<file path="src/sdram_link_consts.svh">
// Constants shared by both ends of the synchronous DRAM command link
`ifndef SDRAM_LINK_CONSTS_SVH
`define SDRAM_LINK_CONSTS_SVH

// ---------------------------------------------------------------
// Mode configuration field layout
// ---------------------------------------------------------------
`define MR_LEN_LSB 0
`define MR_LEN_MSB 2
`define MR_ORDER_BIT 3
`define MR_LAT_LSB 4
`define MR_LAT_MSB 6
`define MR_OP_LOW_BIT 7
`define MR_OP_HIGH_BIT 8
`define MR_SINGLE_WRITE_BIT 9
`define MR_RESET 12'h000

// ---------------------------------------------------------------
// Field codes
// ---------------------------------------------------------------
`define LEN_ONE 3'h0
`define LEN_TWO 3'h1
`define LEN_FOUR 3'h2
`define LEN_EIGHT 3'h3
`define LEN_PAGE 3'h7
`define LAT_TWO 3'h2
`define LAT_THREE 3'h3
`define PAGE_MASK 10'h3ff
`define PRECHARGE_SELECT_LINE 10

// ---------------------------------------------------------------
// Controller register offsets and timing
// ---------------------------------------------------------------
`define REG_ADDRESS 2'h0
`define REG_WRITE_DATA 2'h1
`define REG_COMMAND 2'h2
`define REG_READ_DATA 2'h3
`define MODE_WAIT_CYCLES 4'h2

`endif

</file>
<file path="src/sdram_link_pkg.sv">
// Types shared by both ends of the synchronous DRAM command link
package sdram_link_pkg;

   typedef enum logic [3:0] {
      CMD_INHIBIT, CMD_NOP, CMD_ACTIVE, CMD_READ, CMD_WRITE,
      CMD_TERMINATE, CMD_PRECHARGE, CMD_REFRESH, CMD_SELF_REFRESH, CMD_LOAD_MODE
   } cmd_e;

   typedef struct packed {
      logic [11:0] mode;
      logic [3:0] bankOpen;
      logic [3:0][12:0] openRow;
      logic active;
      logic isWrite;
      logic autoPre;
      logic [1:0] burstBank;
      logic [9:0] startCol;
      logic [9:0] mask;
      logic seq;
      logic [9:0] beat;
      logic accValid;
      logic accWrite;
      logic [1:0] accBank;
      logic [12:0] accRow;
      logic [9:0] accCol;
      logic [15:0] accData;
      logic [1:0] accMask;
      logic [15:0] rdPipe;
      logic rdPipeVal;
      logic [1:0] dqmD1;
      logic [15:0] dqOut;
      logic [1:0] dqOe;
      logic refreshPulse;
      logic selfRefresh;
      logic autoPrePulse;
   } mem_state_s;

   typedef struct packed {
      logic [12:0] addrReg;
      logic [1:0] bankReg;
      logic [15:0] wrData;
      logic [1:0] wrMask;
      logic csN;
      logic rasN;
      logic casN;
      logic weN;
      logic cke;
      logic [1:0] ba;
      logic [12:0] addr;
      logic [1:0] dqm;
      logic [15:0] dqOut;
      logic dqOe;
      logic [3:0] banksOpen;
      logic [3:0] waitCount;
      logic [15:0] rdData;
      logic rdFresh;
      logic refused;
      logic [31:0] regRdData;
   } ctrl_state_s;

endpackage

</file>
<file path="src/sdram_link_if.sv">
// Pin bundle between the DRAM controller end and the DRAM device end
`timescale 1ns/1ps
interface sdram_link_if (
   input wire logic ref_clk
);
   logic csN;
   logic rasN;
   logic casN;
   logic weN;
   logic cke;
   logic [1:0] ba;
   logic [12:0] addr;
   logic [1:0] dqm;
   logic [15:0] dqCtrl;
   logic dqCtrlOe;
   logic [15:0] dqMem;
   logic [1:0] dqMemOe;
   logic [15:0] dqLevel;

   // Device drive wins per byte; an undriven byte reads as zero
   assign dqLevel = (dqMem & {{8{dqMemOe[1]}}, {8{dqMemOe[0]}}})
                  | (dqCtrl & {16{dqCtrlOe}} & {{8{~dqMemOe[1]}}, {8{~dqMemOe[0]}}});

   modport ctrl (
      input ref_clk,
      output csN, rasN, casN, weN, cke, ba, addr, dqm, dqCtrl, dqCtrlOe,
      input dqMem, dqMemOe, dqLevel
   );

   modport mem (
      input ref_clk,
      input csN, rasN, casN, weN, cke, ba, addr, dqm, dqCtrl, dqCtrlOe,
      output dqMem, dqMemOe,
      input dqLevel
   );
endinterface

</file>
<file path="src/sdram_mem_end.sv">
// Device end: command decode, mode register and burst column sequencing
//
// What this block does
// - Burst one/two/four/eight both orders; page sequential only
// - Page burst covers 1024 columns, wraps in row
// - Upper column bits pick aligned block; wrap inside
// - Sequential adds beat; interleaved XORs beat
// - Order bit and low length field steer bursts
// - Length one hits exact column, order ignored
// - Read latency two or three clocks
// - Controller accepts only latency two or three
// - Controller loads only normal, legal mode codes
// - Single write select makes writes one location
// - Strobe combinations decode into eight commands
// - Chip select high ignores command inputs
// - Read/write take column, bank, per-command auto precharge
// - Precharge closes one bank or all four
// - Activate opens addressed row in chosen bank
// - Load mode stores twelve low address bits
// - Byte masks: writes immediate, reads two clocks late
// - Refresh code: auto with clock enable, else self
// - Controller keeps clock enable high except self refresh
// - Terminate cuts the latest read or write burst
// - Controller loads mode only when idle, then waits
`timescale 1ns/1ps
module sdram_mem_end
   import sdram_link_pkg::*;
(
   input wire logic ref_clk,
   input wire logic reset_n,
   sdram_link_if.mem link,
   input wire logic [15:0] readData,
   output logic accValid,
   output logic accWrite,
   output logic [1:0] accBank,
   output logic [12:0] accRow,
   output logic [9:0] accCol,
   output logic [15:0] accData,
   output logic [1:0] accMask,
   output logic [3:0] bankOpen,
   output logic [11:0] modeConfig,
   output logic refreshPulse,
   output logic selfRefresh,
   output logic autoPrePulse
);
`include "sdram_link_consts.svh"

   mem_state_s st;
   mem_state_s next_st;
   cmd_e cmd;
   logic [9:0] stepMask;
   logic stepSeq;
   logic [9:0] nextBeat;
   logic latThree;
   logic rdBeat;

   // ---------------------------------------------------------------
   // Column within the burst block
   // ---------------------------------------------------------------
   function automatic logic [9:0] burst_col(input logic [9:0] start, input logic [9:0] mask,
                                             input logic seq, input logic [9:0] beat);
      logic [9:0] off;
      off = seq ? 10'(start + beat) : (start ^ beat);
      return (start & ~mask) | (off & mask);
   endfunction

   // ---------------------------------------------------------------
   // Decode
   // ---------------------------------------------------------------
   always_comb
   begin
      cmd = CMD_INHIBIT;
      if (!link.csN)
      begin
         case ({link.rasN, link.casN, link.weN})
            3'b111: cmd = CMD_NOP;
            3'b011: cmd = CMD_ACTIVE;
            3'b101: cmd = CMD_READ;
            3'b100: cmd = CMD_WRITE;
            3'b110: cmd = CMD_TERMINATE;
            3'b010: cmd = CMD_PRECHARGE;
            3'b001: cmd = link.cke ? CMD_REFRESH : CMD_SELF_REFRESH;
            3'b000: cmd = CMD_LOAD_MODE;
            default: cmd = CMD_NOP;
         endcase
         // Power-down is outside this block: a held-low enable drops other orders
         if (!link.cke && cmd != CMD_SELF_REFRESH)
         begin
            cmd = CMD_INHIBIT;
         end
      end
   end

   // ---------------------------------------------------------------
   // Burst shape from the mode configuration
   // ---------------------------------------------------------------
   always_comb
   begin
      stepSeq = !st.mode[`MR_ORDER_BIT];
      case (st.mode[`MR_LEN_MSB:`MR_LEN_LSB])
         `LEN_ONE: stepMask = 10'h000;
         `LEN_TWO: stepMask = 10'h001;
         `LEN_FOUR: stepMask = 10'h003;
         `LEN_EIGHT: stepMask = 10'h007;
         `LEN_PAGE:
         begin
            stepMask = `PAGE_MASK;
            stepSeq = 1'b1;
         end
         default: stepMask = 10'h000;
      endcase
      latThree = st.mode[`MR_LAT_MSB:`MR_LAT_LSB] == `LAT_THREE;
   end

   // ---------------------------------------------------------------
   // Next state
   // ---------------------------------------------------------------
   always_comb
   begin
      next_st = st;
      nextBeat = 10'(st.beat + 10'h001);
      rdBeat = st.accValid && !st.accWrite;
      next_st.accValid = 1'b0;
      next_st.refreshPulse = 1'b0;
      next_st.autoPrePulse = 1'b0;
      next_st.dqmD1 = link.dqm;
      // Read data pipe: the memory array answers in the beat cycle
      next_st.rdPipe = readData;
      next_st.rdPipeVal = rdBeat;
      next_st.dqOut = latThree ? st.rdPipe : readData;
      next_st.dqOe = {2{latThree ? st.rdPipeVal : rdBeat}} & ~st.dqmD1;
      if (link.cke)
      begin
         next_st.selfRefresh = 1'b0;
      end
      // Continue the running burst
      if (st.active)
      begin
         next_st.accValid = 1'b1;
         next_st.accWrite = st.isWrite;
         next_st.accCol = burst_col(st.startCol, st.mask, st.seq, st.beat);
         next_st.accData = link.dqLevel;
         next_st.accMask = link.dqm;
         next_st.beat = nextBeat;
         if (st.beat == st.mask && st.mask != `PAGE_MASK)
         begin
            next_st.active = 1'b0;
            if (st.autoPre)
            begin
               next_st.bankOpen[st.burstBank] = 1'b0;
               next_st.autoPrePulse = 1'b1;
            end
         end
      end
      case (cmd)
         CMD_ACTIVE:
         begin
            next_st.bankOpen[link.ba] = 1'b1;
            next_st.openRow[link.ba] = link.addr;
         end
         CMD_READ, CMD_WRITE:
         begin
            next_st.isWrite = cmd == CMD_WRITE;
            next_st.mask = (cmd == CMD_WRITE && st.mode[`MR_SINGLE_WRITE_BIT]) ? 10'h000 : stepMask;
            next_st.seq = stepSeq;
            next_st.startCol = link.addr[9:0];
            next_st.burstBank = link.ba;
            // Page bursts never precharge on their own
            next_st.autoPre = link.addr[`PRECHARGE_SELECT_LINE] && next_st.mask != `PAGE_MASK;
            next_st.accValid = 1'b1;
            next_st.accWrite = cmd == CMD_WRITE;
            next_st.accBank = link.ba;
            next_st.accRow = st.openRow[link.ba];
            next_st.accCol = link.addr[9:0];
            next_st.accData = link.dqLevel;
            next_st.accMask = link.dqm;
            next_st.beat = 10'h001;
            next_st.active = next_st.mask != 10'h000;
            if (next_st.mask == 10'h000 && next_st.autoPre)
            begin
               next_st.bankOpen[link.ba] = 1'b0;
               next_st.autoPrePulse = 1'b1;
            end
         end
         CMD_TERMINATE:
         begin
            next_st.active = 1'b0;
            next_st.accValid = 1'b0;
         end
         CMD_PRECHARGE:
         begin
            if (link.addr[`PRECHARGE_SELECT_LINE])
            begin
               next_st.bankOpen = 4'h0;
            end
            else
            begin
               next_st.bankOpen[link.ba] = 1'b0;
            end
         end
         CMD_REFRESH: next_st.refreshPulse = 1'b1;
         CMD_SELF_REFRESH: next_st.selfRefresh = 1'b1;
         CMD_LOAD_MODE: next_st.mode = link.addr[11:0];
         default: ;
      endcase
      if (st.active && cmd != CMD_READ && cmd != CMD_WRITE)
      begin
         next_st.accBank = st.burstBank;
         next_st.accRow = st.openRow[st.burstBank];
      end
   end

   always_ff @(posedge ref_clk or negedge reset_n)
   begin
      if (!reset_n)
      begin
         st <= '0;
         st.mode <= `MR_RESET;
      end
      else
      begin
         st <= next_st;
      end
   end

   assign link.dqMem = st.dqOut;
   assign link.dqMemOe = st.dqOe;
   assign accValid = st.accValid;
   assign accWrite = st.accWrite;
   assign accBank = st.accBank;
   assign accRow = st.accRow;
   assign accCol = st.accCol;
   assign accData = st.accData;
   assign accMask = st.accMask;
   assign bankOpen = st.bankOpen;
   assign modeConfig = st.mode;
   assign refreshPulse = st.refreshPulse;
   assign selfRefresh = st.selfRefresh;
   assign autoPrePulse = st.autoPrePulse;
endmodule

</file>
<file path="src/flat_wrapper.sv">
// flat-port wrapper written by rule: the top's interface ports become plain ports
module sdram_mem_end_flat import sdram_link_pkg::*;
  (ref_clk, reset_n, readData, accValid, accWrite, accBank, accRow, accCol, accData, accMask, bankOpen, modeConfig, refreshPulse, selfRefresh, autoPrePulse, link_csN, link_rasN, link_casN, link_weN, link_cke, link_ba, link_addr, link_dqm, link_dqCtrl, link_dqCtrlOe, link_dqMem, link_dqMemOe);
  sdram_link_if link_i (.ref_clk(ref_clk));
  input wire logic ref_clk;
  input wire logic reset_n;
  input wire logic [15:0] readData;
  output logic accValid;
  output logic accWrite;
  output logic [1:0] accBank;
  output logic [12:0] accRow;
  output logic [9:0] accCol;
  output logic [15:0] accData;
  output logic [1:0] accMask;
  output logic [3:0] bankOpen;
  output logic [11:0] modeConfig;
  output logic refreshPulse;
  output logic selfRefresh;
  output logic autoPrePulse;
  input wire logic [$bits(link_i.csN)-1:0] link_csN;
  input wire logic [$bits(link_i.rasN)-1:0] link_rasN;
  input wire logic [$bits(link_i.casN)-1:0] link_casN;
  input wire logic [$bits(link_i.weN)-1:0] link_weN;
  input wire logic [$bits(link_i.cke)-1:0] link_cke;
  input wire logic [$bits(link_i.ba)-1:0] link_ba;
  input wire logic [$bits(link_i.addr)-1:0] link_addr;
  input wire logic [$bits(link_i.dqm)-1:0] link_dqm;
  input wire logic [$bits(link_i.dqCtrl)-1:0] link_dqCtrl;
  input wire logic [$bits(link_i.dqCtrlOe)-1:0] link_dqCtrlOe;
  output wire logic [$bits(link_i.dqMem)-1:0] link_dqMem;
  output wire logic [$bits(link_i.dqMemOe)-1:0] link_dqMemOe;
  assign link_i.csN = link_csN;
  assign link_i.rasN = link_rasN;
  assign link_i.casN = link_casN;
  assign link_i.weN = link_weN;
  assign link_i.cke = link_cke;
  assign link_i.ba = link_ba;
  assign link_i.addr = link_addr;
  assign link_i.dqm = link_dqm;
  assign link_i.dqCtrl = link_dqCtrl;
  assign link_i.dqCtrlOe = link_dqCtrlOe;
  assign link_dqMem = link_i.dqMem;
  assign link_dqMemOe = {>>{link_i.dqMemOe}};
  sdram_mem_end u_core (.ref_clk(ref_clk), .reset_n(reset_n), .link(link_i), .readData(readData), .accValid(accValid), .accWrite(accWrite), .accBank(accBank), .accRow(accRow), .accCol(accCol), .accData(accData), .accMask(accMask), .bankOpen(bankOpen), .modeConfig(modeConfig), .refreshPulse(refreshPulse), .selfRefresh(selfRefresh), .autoPrePulse(autoPrePulse));
endmodule
</file>
<file path="config.mk">
export PLATFORM = sky130hd
export DESIGN_NAME = sdram_mem_end_flat
export DESIGN_NICKNAME = d
export VERILOG_FILES = /design/src/sdram_link_pkg.sv /design/src/sdram_link_if.sv /design/src/sdram_mem_end.sv /design/src/flat_wrapper.sv
export VERILOG_INCLUDE_DIRS = /design/src
export SDC_FILE = /design/constraint.sdc
export NUM_CORES = 1
export LEC_CHECK = 0
export ABC_CLOCK_PERIOD_IN_PS = 2600
export BUFFER_PORTS_ARGS = -buffer_cell sky130_fd_sc_hd__buf_2
export CAP_MARGIN = 20
export CORE_ASPECT_RATIO = 0.75
export CORE_MARGIN = 3
export CORE_UTILIZATION = 25
export DETAILED_ROUTE_END_ITERATION = 16
export GPL_ROUTABILITY_DRIVEN = 0
export GPL_TIMING_DRIVEN = 0
export PLACE_DENSITY_LB_ADDON = 0.1
export SETUP_SLACK_MARGIN = 0.3
export SYNTH_ARGS = -nofsm -noshare
export SYNTH_HDL_FRONTEND = slang
export SYNTH_SLANG_ARGS = --single-unit
</file>
<file path="constraint.sdc">
create_clock -name ref_clk -period 2.6 [get_ports ref_clk]
set_clock_uncertainty 0.1 [all_clocks]
set_input_delay 0.52 -clock ref_clk [delete_from_list [all_inputs] [get_ports ref_clk]]
set_output_delay 0.52 -clock ref_clk [all_outputs]
set_load 0.02 [all_outputs]
</file>
==> out/results.ini, run 1 <==
[run_status]
status = completed

[pwr]
switching_share_pct = 34.90
power_frac_clock_pct = 26.7
peakVddDrop_uv = 331.5
internal_power_mw = 6.695
leakage_nw = 5.030
p_per_area_nw_per_um2 = 940.7
power.switching_mw = 3.589
seqPwrFrac_pct = 38.5
p_comb_share_pct = 34.8

[timing]
rsz0062_at_grt = true
slew_headroom_pct = 41.04
hold_viol_final = 0
final-max-slew-violation-count = 0
tightest_slew_ns = 0.8844
fmax_mhz = 436.5
setup_viol = 0
period_share_pct = 88.12
period_minus_slack_ns = 2.291
whs_ns = 0.0006619

[layout]
drive_gt1_share_pct = 43.80
syn_to_final_growth_pct = 23.26
utilization_pct = 31.37
nets = 982
fill_cells = 3648

[flow_run]
drv_cap = 0

[clock_tree]
cts_max_level = 4
cts_tree = done
path_clk_slew_ns = 0.07
cts_made_buffers = 17
cts-root-buf = clkbuf_16
hold_buffers = 0
cts_sinks = 183
clock_path_buffers = 2
clk_latency_ns = 0.45

[synth]
ys_warn_count = 0
yosysUniqueCellTypes = 52
yosysTopAreaCell = dfrtp_1
synth_area_per_cell_um2 = 11.79
netlist.area_leader.share_pct = 51.64
synth-async-reset-ratio_pct = 100.0
syn_inst = 752
ys_top_cells_by_area = dfrtp_1, mux2_2, buf_4, mux4_2, nand2_1
synth_edf_count = 0
synthFlopType = dfrtp_1
syn_area_um2 = 8869
ys_ff_latch = 183
synth_seq_area_share_pct = 51.64
synth_fp_nets = 820

[critical_path]
crit_chain = ha_1 > a211oi_2 > o32a_1 > nor3_1 > a21oi_1 > xor2_1 > mux2i_1 > o21ai_0
path_class = reg -> reg
arrival_ns = 2.51
crit_path_end_kind = flip-flop
required_ns = 2.82
slowest_delay_ns = 0.45
critPathLaunchType = flip-flop
path_max_fanout = 6
critPathSlowestCell = dfrtp_2

[drt]
detail_route.first_pass.iterations = 4
vias_per_cell = 4.428
ant_nets = 0
vias = 6133
routed_wl_um = 25620
wire_per_inst_um = 18.49
drc = 0
drt_iter0_drc = 307

[grt]
track_usage_pct = 13.97
first_global_vias = 6418
antenna_found_initial = 0
grt_pass1_wl_um = 39730
grt_max_degree = 105
grt-ovfl-total = 0

[floorplanning]
die_h_um = 169.1
die_w_um = 223.5
initial_utilization_pct = 25.45
ios = 139
num_rows = 59
dieArea_um2 = 37790
coreArea_um2 = 34840

[placement]
dpl.hpwl_um = 18300
portBuffers = 136

[min_path]
hold_path_class = in -> async

metrics by stage:
step	power, mW	worst slack, ns	TNS, ns	instances	instance area, um2
after floorplan	6.374	0.3964	0	752	8869
after global placement	7.506	-2.529	-466.02	1345	10120
after detailed placement	7.514	-0.3380	-7.578	1346	10160
after CTS	10.36	0.2759	0	1381	10820
after global routing	10.98	0.1258	0	1384	10930
final	10.28	0.3088	0	1385	10930
routing by layer:
layer	wire length, um	vias to the layer above	track usage (%)
met3	683	14	3.051
met2	12220	70	22.40
met5	0	-	0
met1	12520	3138	19.65
li1	-	2911	-
met4	195	0	2.724
worst max-delay path, delay by kind of cell (launching register included):
| kind | cells | cell delay (ns) |
|---|---|---|
| compound gates | 4 | 0.73 |
| flops | 1 | 0.45 |
| fa+ha+maj | 1 | 0.35 |
| xor+xnor | 1 | 0.26 |
| mux | 1 | 0.22 |
| simple gates | 1 | 0.06 |
area by class of cell:
class	instances	area [um2]	area share (%)
clock inverters	13	160.2	1.465
clock buffers	19	452.9	4.143
well taps	457	571.8	5.231
repair buffers	143	763.2	6.982
flip-flops and latches	183	4587	41.96
multi-input cells	439	3570	32.65
inverters	14	52.55	0.4807
diodes	1	2.502	0.02289
plain buffers	116	772.0	7.062
power groups by stage:
stage | clock network (mW) | logic, mW | registers, mW
after global routing | 2.96 | 3.95 | 4.06
after global placement | 0 | 3.50 | 4.01
after CTS | 2.84 | 3.57 | 3.95
after floorplan | 0 | 2.52 | 3.85
final | 2.74 | 3.58 | 3.96
after detailed placement | 0 | 3.51 | 4.00
placed cells by master (no fill, tap or decap), types with 6 or more instances in the layout:
cell type,netlist,layout
xor2_1,11,11
mux4_2,26,26
xnor2_1,6,6
clkbuf_16,0,17
inv_1,14,13
dfrtp_1,183,177
or3_1,6,6
a22oi_1,14,14
nand2_1,72,72
nand3_1,9,8
buf_4,80,87
mux2i_1,19,19
dfrtp_2,0,6
a21oi_1,36,35
clkbuf_1,22,18
mux2_2,85,85
nor2b_1,8,7
nor2_1,48,48
buf_2,5,140
ha_1,10,6
o21ai_0,36,33
sequential cells by signal (all words and copies together) (netlist names):
| register | count |
|---|---|
| u_core.accBank | 2 |
| u_core.accCol | 10 |
| u_core.accData | 16 |
| u_core.accMask | 2 |
| u_core.accRow | 13 |
| u_core.accValid | 1 |
| u_core.accWrite | 1 |
| u_core.autoPrePulse | 1 |
| u_core.bankOpen | 4 |
| u_core.link.dqMem | 16 |
| u_core.link.dqMemOe | 2 |
| u_core.modeConfig | 12 |
| u_core.refreshPulse | 1 |
| u_core.selfRefresh | 1 |
| u_core.st | 101 |
what timing repair did:
action,in CTS,in global routing
endpoints found under the hold margin,0,0
pin swaps,4,8
setup buffers,3,3
endpoints found under the setup margin,30,33
resized for setup,12,25
path summary, 6_finish.rpt:
path | endpoint | slack, ns | cells after the start | start
worst max-delay path | u_core.accCol[9]$_DFFE_PN0P_ | 0.31 | 8 | u_core.st[86]$_DFFE_PN0P_
worst min-delay path | u_core.st[34]$_DFF_PN0_ | 0.0007 | 1 | reset_n
worst max register to register | u_core.accCol[9]$_DFFE_PN0P_ | 0.31 | 8 | u_core.st[86]$_DFFE_PN0P_
worst min register to register | u_core.link.dqMemOe[0]$_DFF_PN0_ | 0.29 | 1 | u_core.st[21]$_DFF_PN0_
max in group asynchronous | u_core.bankOpen[1]$_DFF_PN0_ | 1.42 | 2 | reset_n
min in group ref_clk | u_core.st[31]$_DFF_PN0_ | 0.09 | 1 | readData[7]
cells by family (layout without fill, tap and decap cells):
kind of cell	count (synthesis)	after routing	synth area share, %
compound gates	112	112	7.605
xor+xnor	17	17	1.679
fa+ha+maj	12	12	1.749
buf+inv	130	305	9.043
flops	183	183	51.64
mux	130	130	19.54
other cells	0	1	0
simple gates	168	168	8.747
synthesized netlist by cell type (all sizes together), types with 2 or more instances:
cell type,instances
a211oi,3
a21oi,37
a221oi,5
a22oi,14
and2,5
and3,3
buf,94
clkbuf,22
dfrtp,183
ha,10
inv,14
mux2,85
mux2i,19
mux4,26
nand2,72
nand2b,2
nand3,9
nand4,3
nor2,48
nor2b,8
nor3,3
nor4,5
o21ai,37
o22ai,3
o31ai,5
or3,7
xnor2,6
xor2,11
No activity file was read; power rests on OpenSTA's default activity.
==> run 2: changes to the inputs <==
ABC_CLOCK_PERIOD_IN_PS = 2800   (was 2600)
clock period = 2.8 ns   (was 2.6 ns; I/O delays follow)
==> out/results.ini, run 2 (synthesis results as in run 1) <==
[run_status]
status = completed

[grt]
grt_max_degree = 105  ; unchanged
antenna_found_initial = 1  ; +1
first_global_vias = 6412  ; -0.093%
grt-ovfl-total = 0  ; unchanged
track_usage_pct = 13.95  ; -0.022 points
grt_pass1_wl_um = 39640  ; -0.23%

[timing]
whs_ns = 0.04187  ; +0.04120 ns
rsz0062_at_grt = false
setup_viol = 0  ; unchanged
final-max-slew-violation-count = 0  ; unchanged
period_minus_slack_ns = 2.332  ; +0.04079 ns
worst_slack_ns = 0.4680  ; +0.1592 ns
hold_viol_final = 0  ; unchanged
fin_setup_tns_ns = 0  ; unchanged
fmax_mhz = 428.8  ; -1.7%
slew_headroom_pct = 28.98  ; -12 points
tightest_slew_ns = 1.065  ; +0.1809 ns
period_share_pct = 83.29  ; -4.8 points

[clock_tree]
cts_made_buffers = 17  ; unchanged
hold_buffers = 0  ; unchanged
clk_latency_ns = 0.45  ; about the same
cts_max_level = 4  ; unchanged
clock_path_buffers = 2  ; unchanged
path_clk_slew_ns = 0.07  ; about the same
cts-root-buf = clkbuf_16
cts_sinks = 183  ; unchanged
cts_tree = done

[layout]
largest_reg_flops = 101  ; unchanged
syn_to_final_growth_pct = 22.07
regMostFlops = u_core.st
drive_gt1_share_pct = 41.56  ; -2.2 points
final_cell_mix = dfrtp_1, buf_2, mux2_2, buf_4, nand2_1
nets = 979  ; -0.31%
final_common_cell = dfrtp_1
fill_cells = 3650  ; +0.055%

[critical_path]
arrival_ns = 2.56  ; +0.05 ns
critPathLaunchType = flip-flop
path_class = reg -> reg
crit_path_end_kind = flip-flop
required_ns = 3.03  ; +0.21 ns
path_max_fanout = 3  ; -3

[drt]
ant_nets = 0  ; unchanged
routed_wl_um = 25570  ; -0.20%
wire_per_inst_um = 18.50  ; about the same
drc = 0  ; unchanged
vias = 6126  ; -0.11%
detail_route.first_pass.iterations = 4  ; unchanged
drt_iter0_drc = 273  ; -11%
vias_per_cell = 4.433  ; +0.10%

[floorplanning]
die_h_um = 169.1  ; unchanged
coreArea_um2 = 34840  ; unchanged
initial_utilization_pct = 25.45  ; unchanged
num_rows = 59  ; unchanged
die_w_um = 223.5  ; unchanged
ios = 139  ; unchanged
dieArea_um2 = 37790  ; unchanged

[pwr]
leakage_nw = 5.009  ; -0.41%
peakVddDrop_uv = 307.8  ; -7.2%
p_per_area_nw_per_um2 = 874.9  ; -7.0%

[min_path]
hold_path_class = in -> async

[placement]
dpl.hpwl_um = 18300  ; unchanged
portBuffers = 136  ; unchanged
place_ws_ns = -0.1780  ; +0.1600 ns

[flow_run]
drv_cap = 0  ; unchanged

run 2: cell count changes in the layout (fill, tap and decap cells not counted), moves of 2 or more:
cell | before | now
ha_1 | 6 | 9
buf_1 | 5 | 7
dfrtp_1 | 177 | 182
ha_4 | 3 | 0
nor4_2 | 2 | 0
dfrtp_2 | 6 | 1
buf_4 | 87 | 83
clkbuf_1 | 18 | 21
clkbuf_2 | 4 | 2
run 2: final cells by class:
type	instances	area [um2]	share of cell area [%]
Clock inverter	13	160.2	1.479
Multi-Input combinational cell	439	3512	32.44
Inverter	14	52.55	0.4854
Clock buffer	19	452.9	4.184
Timing Repair Buffer	140	740.7	6.842
Sequential cell	183	4581	42.31
Buffer	116	752.0	6.946
Tap cell	457	571.8	5.282
Antenna cell	1	2.502	0.02312
run 2: final timing paths:
| kind | from | endpoint | slack (ns) | cells after the start |
|---|---|---|---|---|
| max | u_core.st[106]$_DFFE_PN0P_ | u_core.accCol[8]$_DFFE_PN0P_ | 0.47 | 10 |
| min | reset_n | u_core.st[34]$_DFF_PN0_ | 0.04 | 1 |
| max reg2reg | u_core.st[106]$_DFFE_PN0P_ | u_core.accCol[8]$_DFFE_PN0P_ | 0.47 | 10 |
| min reg2reg | u_core.st[21]$_DFF_PN0_ | u_core.link.dqMemOe[0]$_DFF_PN0_ | 0.29 | 1 |
| max in group asynchronous | reset_n | u_core.bankOpen[1]$_DFF_PN0_ | 1.58 | 2 |
| min in group ref_clk | readData[7] | u_core.st[31]$_DFF_PN0_ | 0.13 | 1 |
run 2: critical path, cell delays in order, from the launching register on:
cell,delay (ns)
dfrtp_1,0.38
ha_2,0.21
inv_1,0.05
fa_1,0.41
nor2b_1,0.13
o21ai_1,0.10
a21oi_2,0.16
nor3_1,0.07
nor4_1,0.36
xnor2_1,0.17
o22ai_1,0.08
run 2: what timing repair did:
action,CTS,global route
pin swaps,1,3
endpoints found under the hold margin,0,0
setup endpoints to repair,2,9
setup buffers,0,3
gates resized for setup,1,9
run 2: per-layer routing:
layer / share of wire (%) / global-route usage [%]
met2: 48 / 22.40
met3: 2.7 / 3.051
met5: 0 / 0
met1: 49 / 19.58
met4: 0.74 / 2.724
run 2: power by group:
group          internal (mW)  leakage [nW]  switching [mW]
sequential              3.23          2.30           0.429
clock                   1.39         0.293            1.15
combinational           1.53          2.41            1.74
run 2: metrics by stage:
step	util, %	cells	area [um2]	total power [mW]
after global routing	31.06	1381	10820	10.11
after detailed placement	29.15	1346	10160	6.978
after global placement	29.05	1345	10120	6.970
final	31.07	1382	10830	9.471
after floorplan	-	752	8869	5.919
after CTS	30.92	1378	10770	9.578
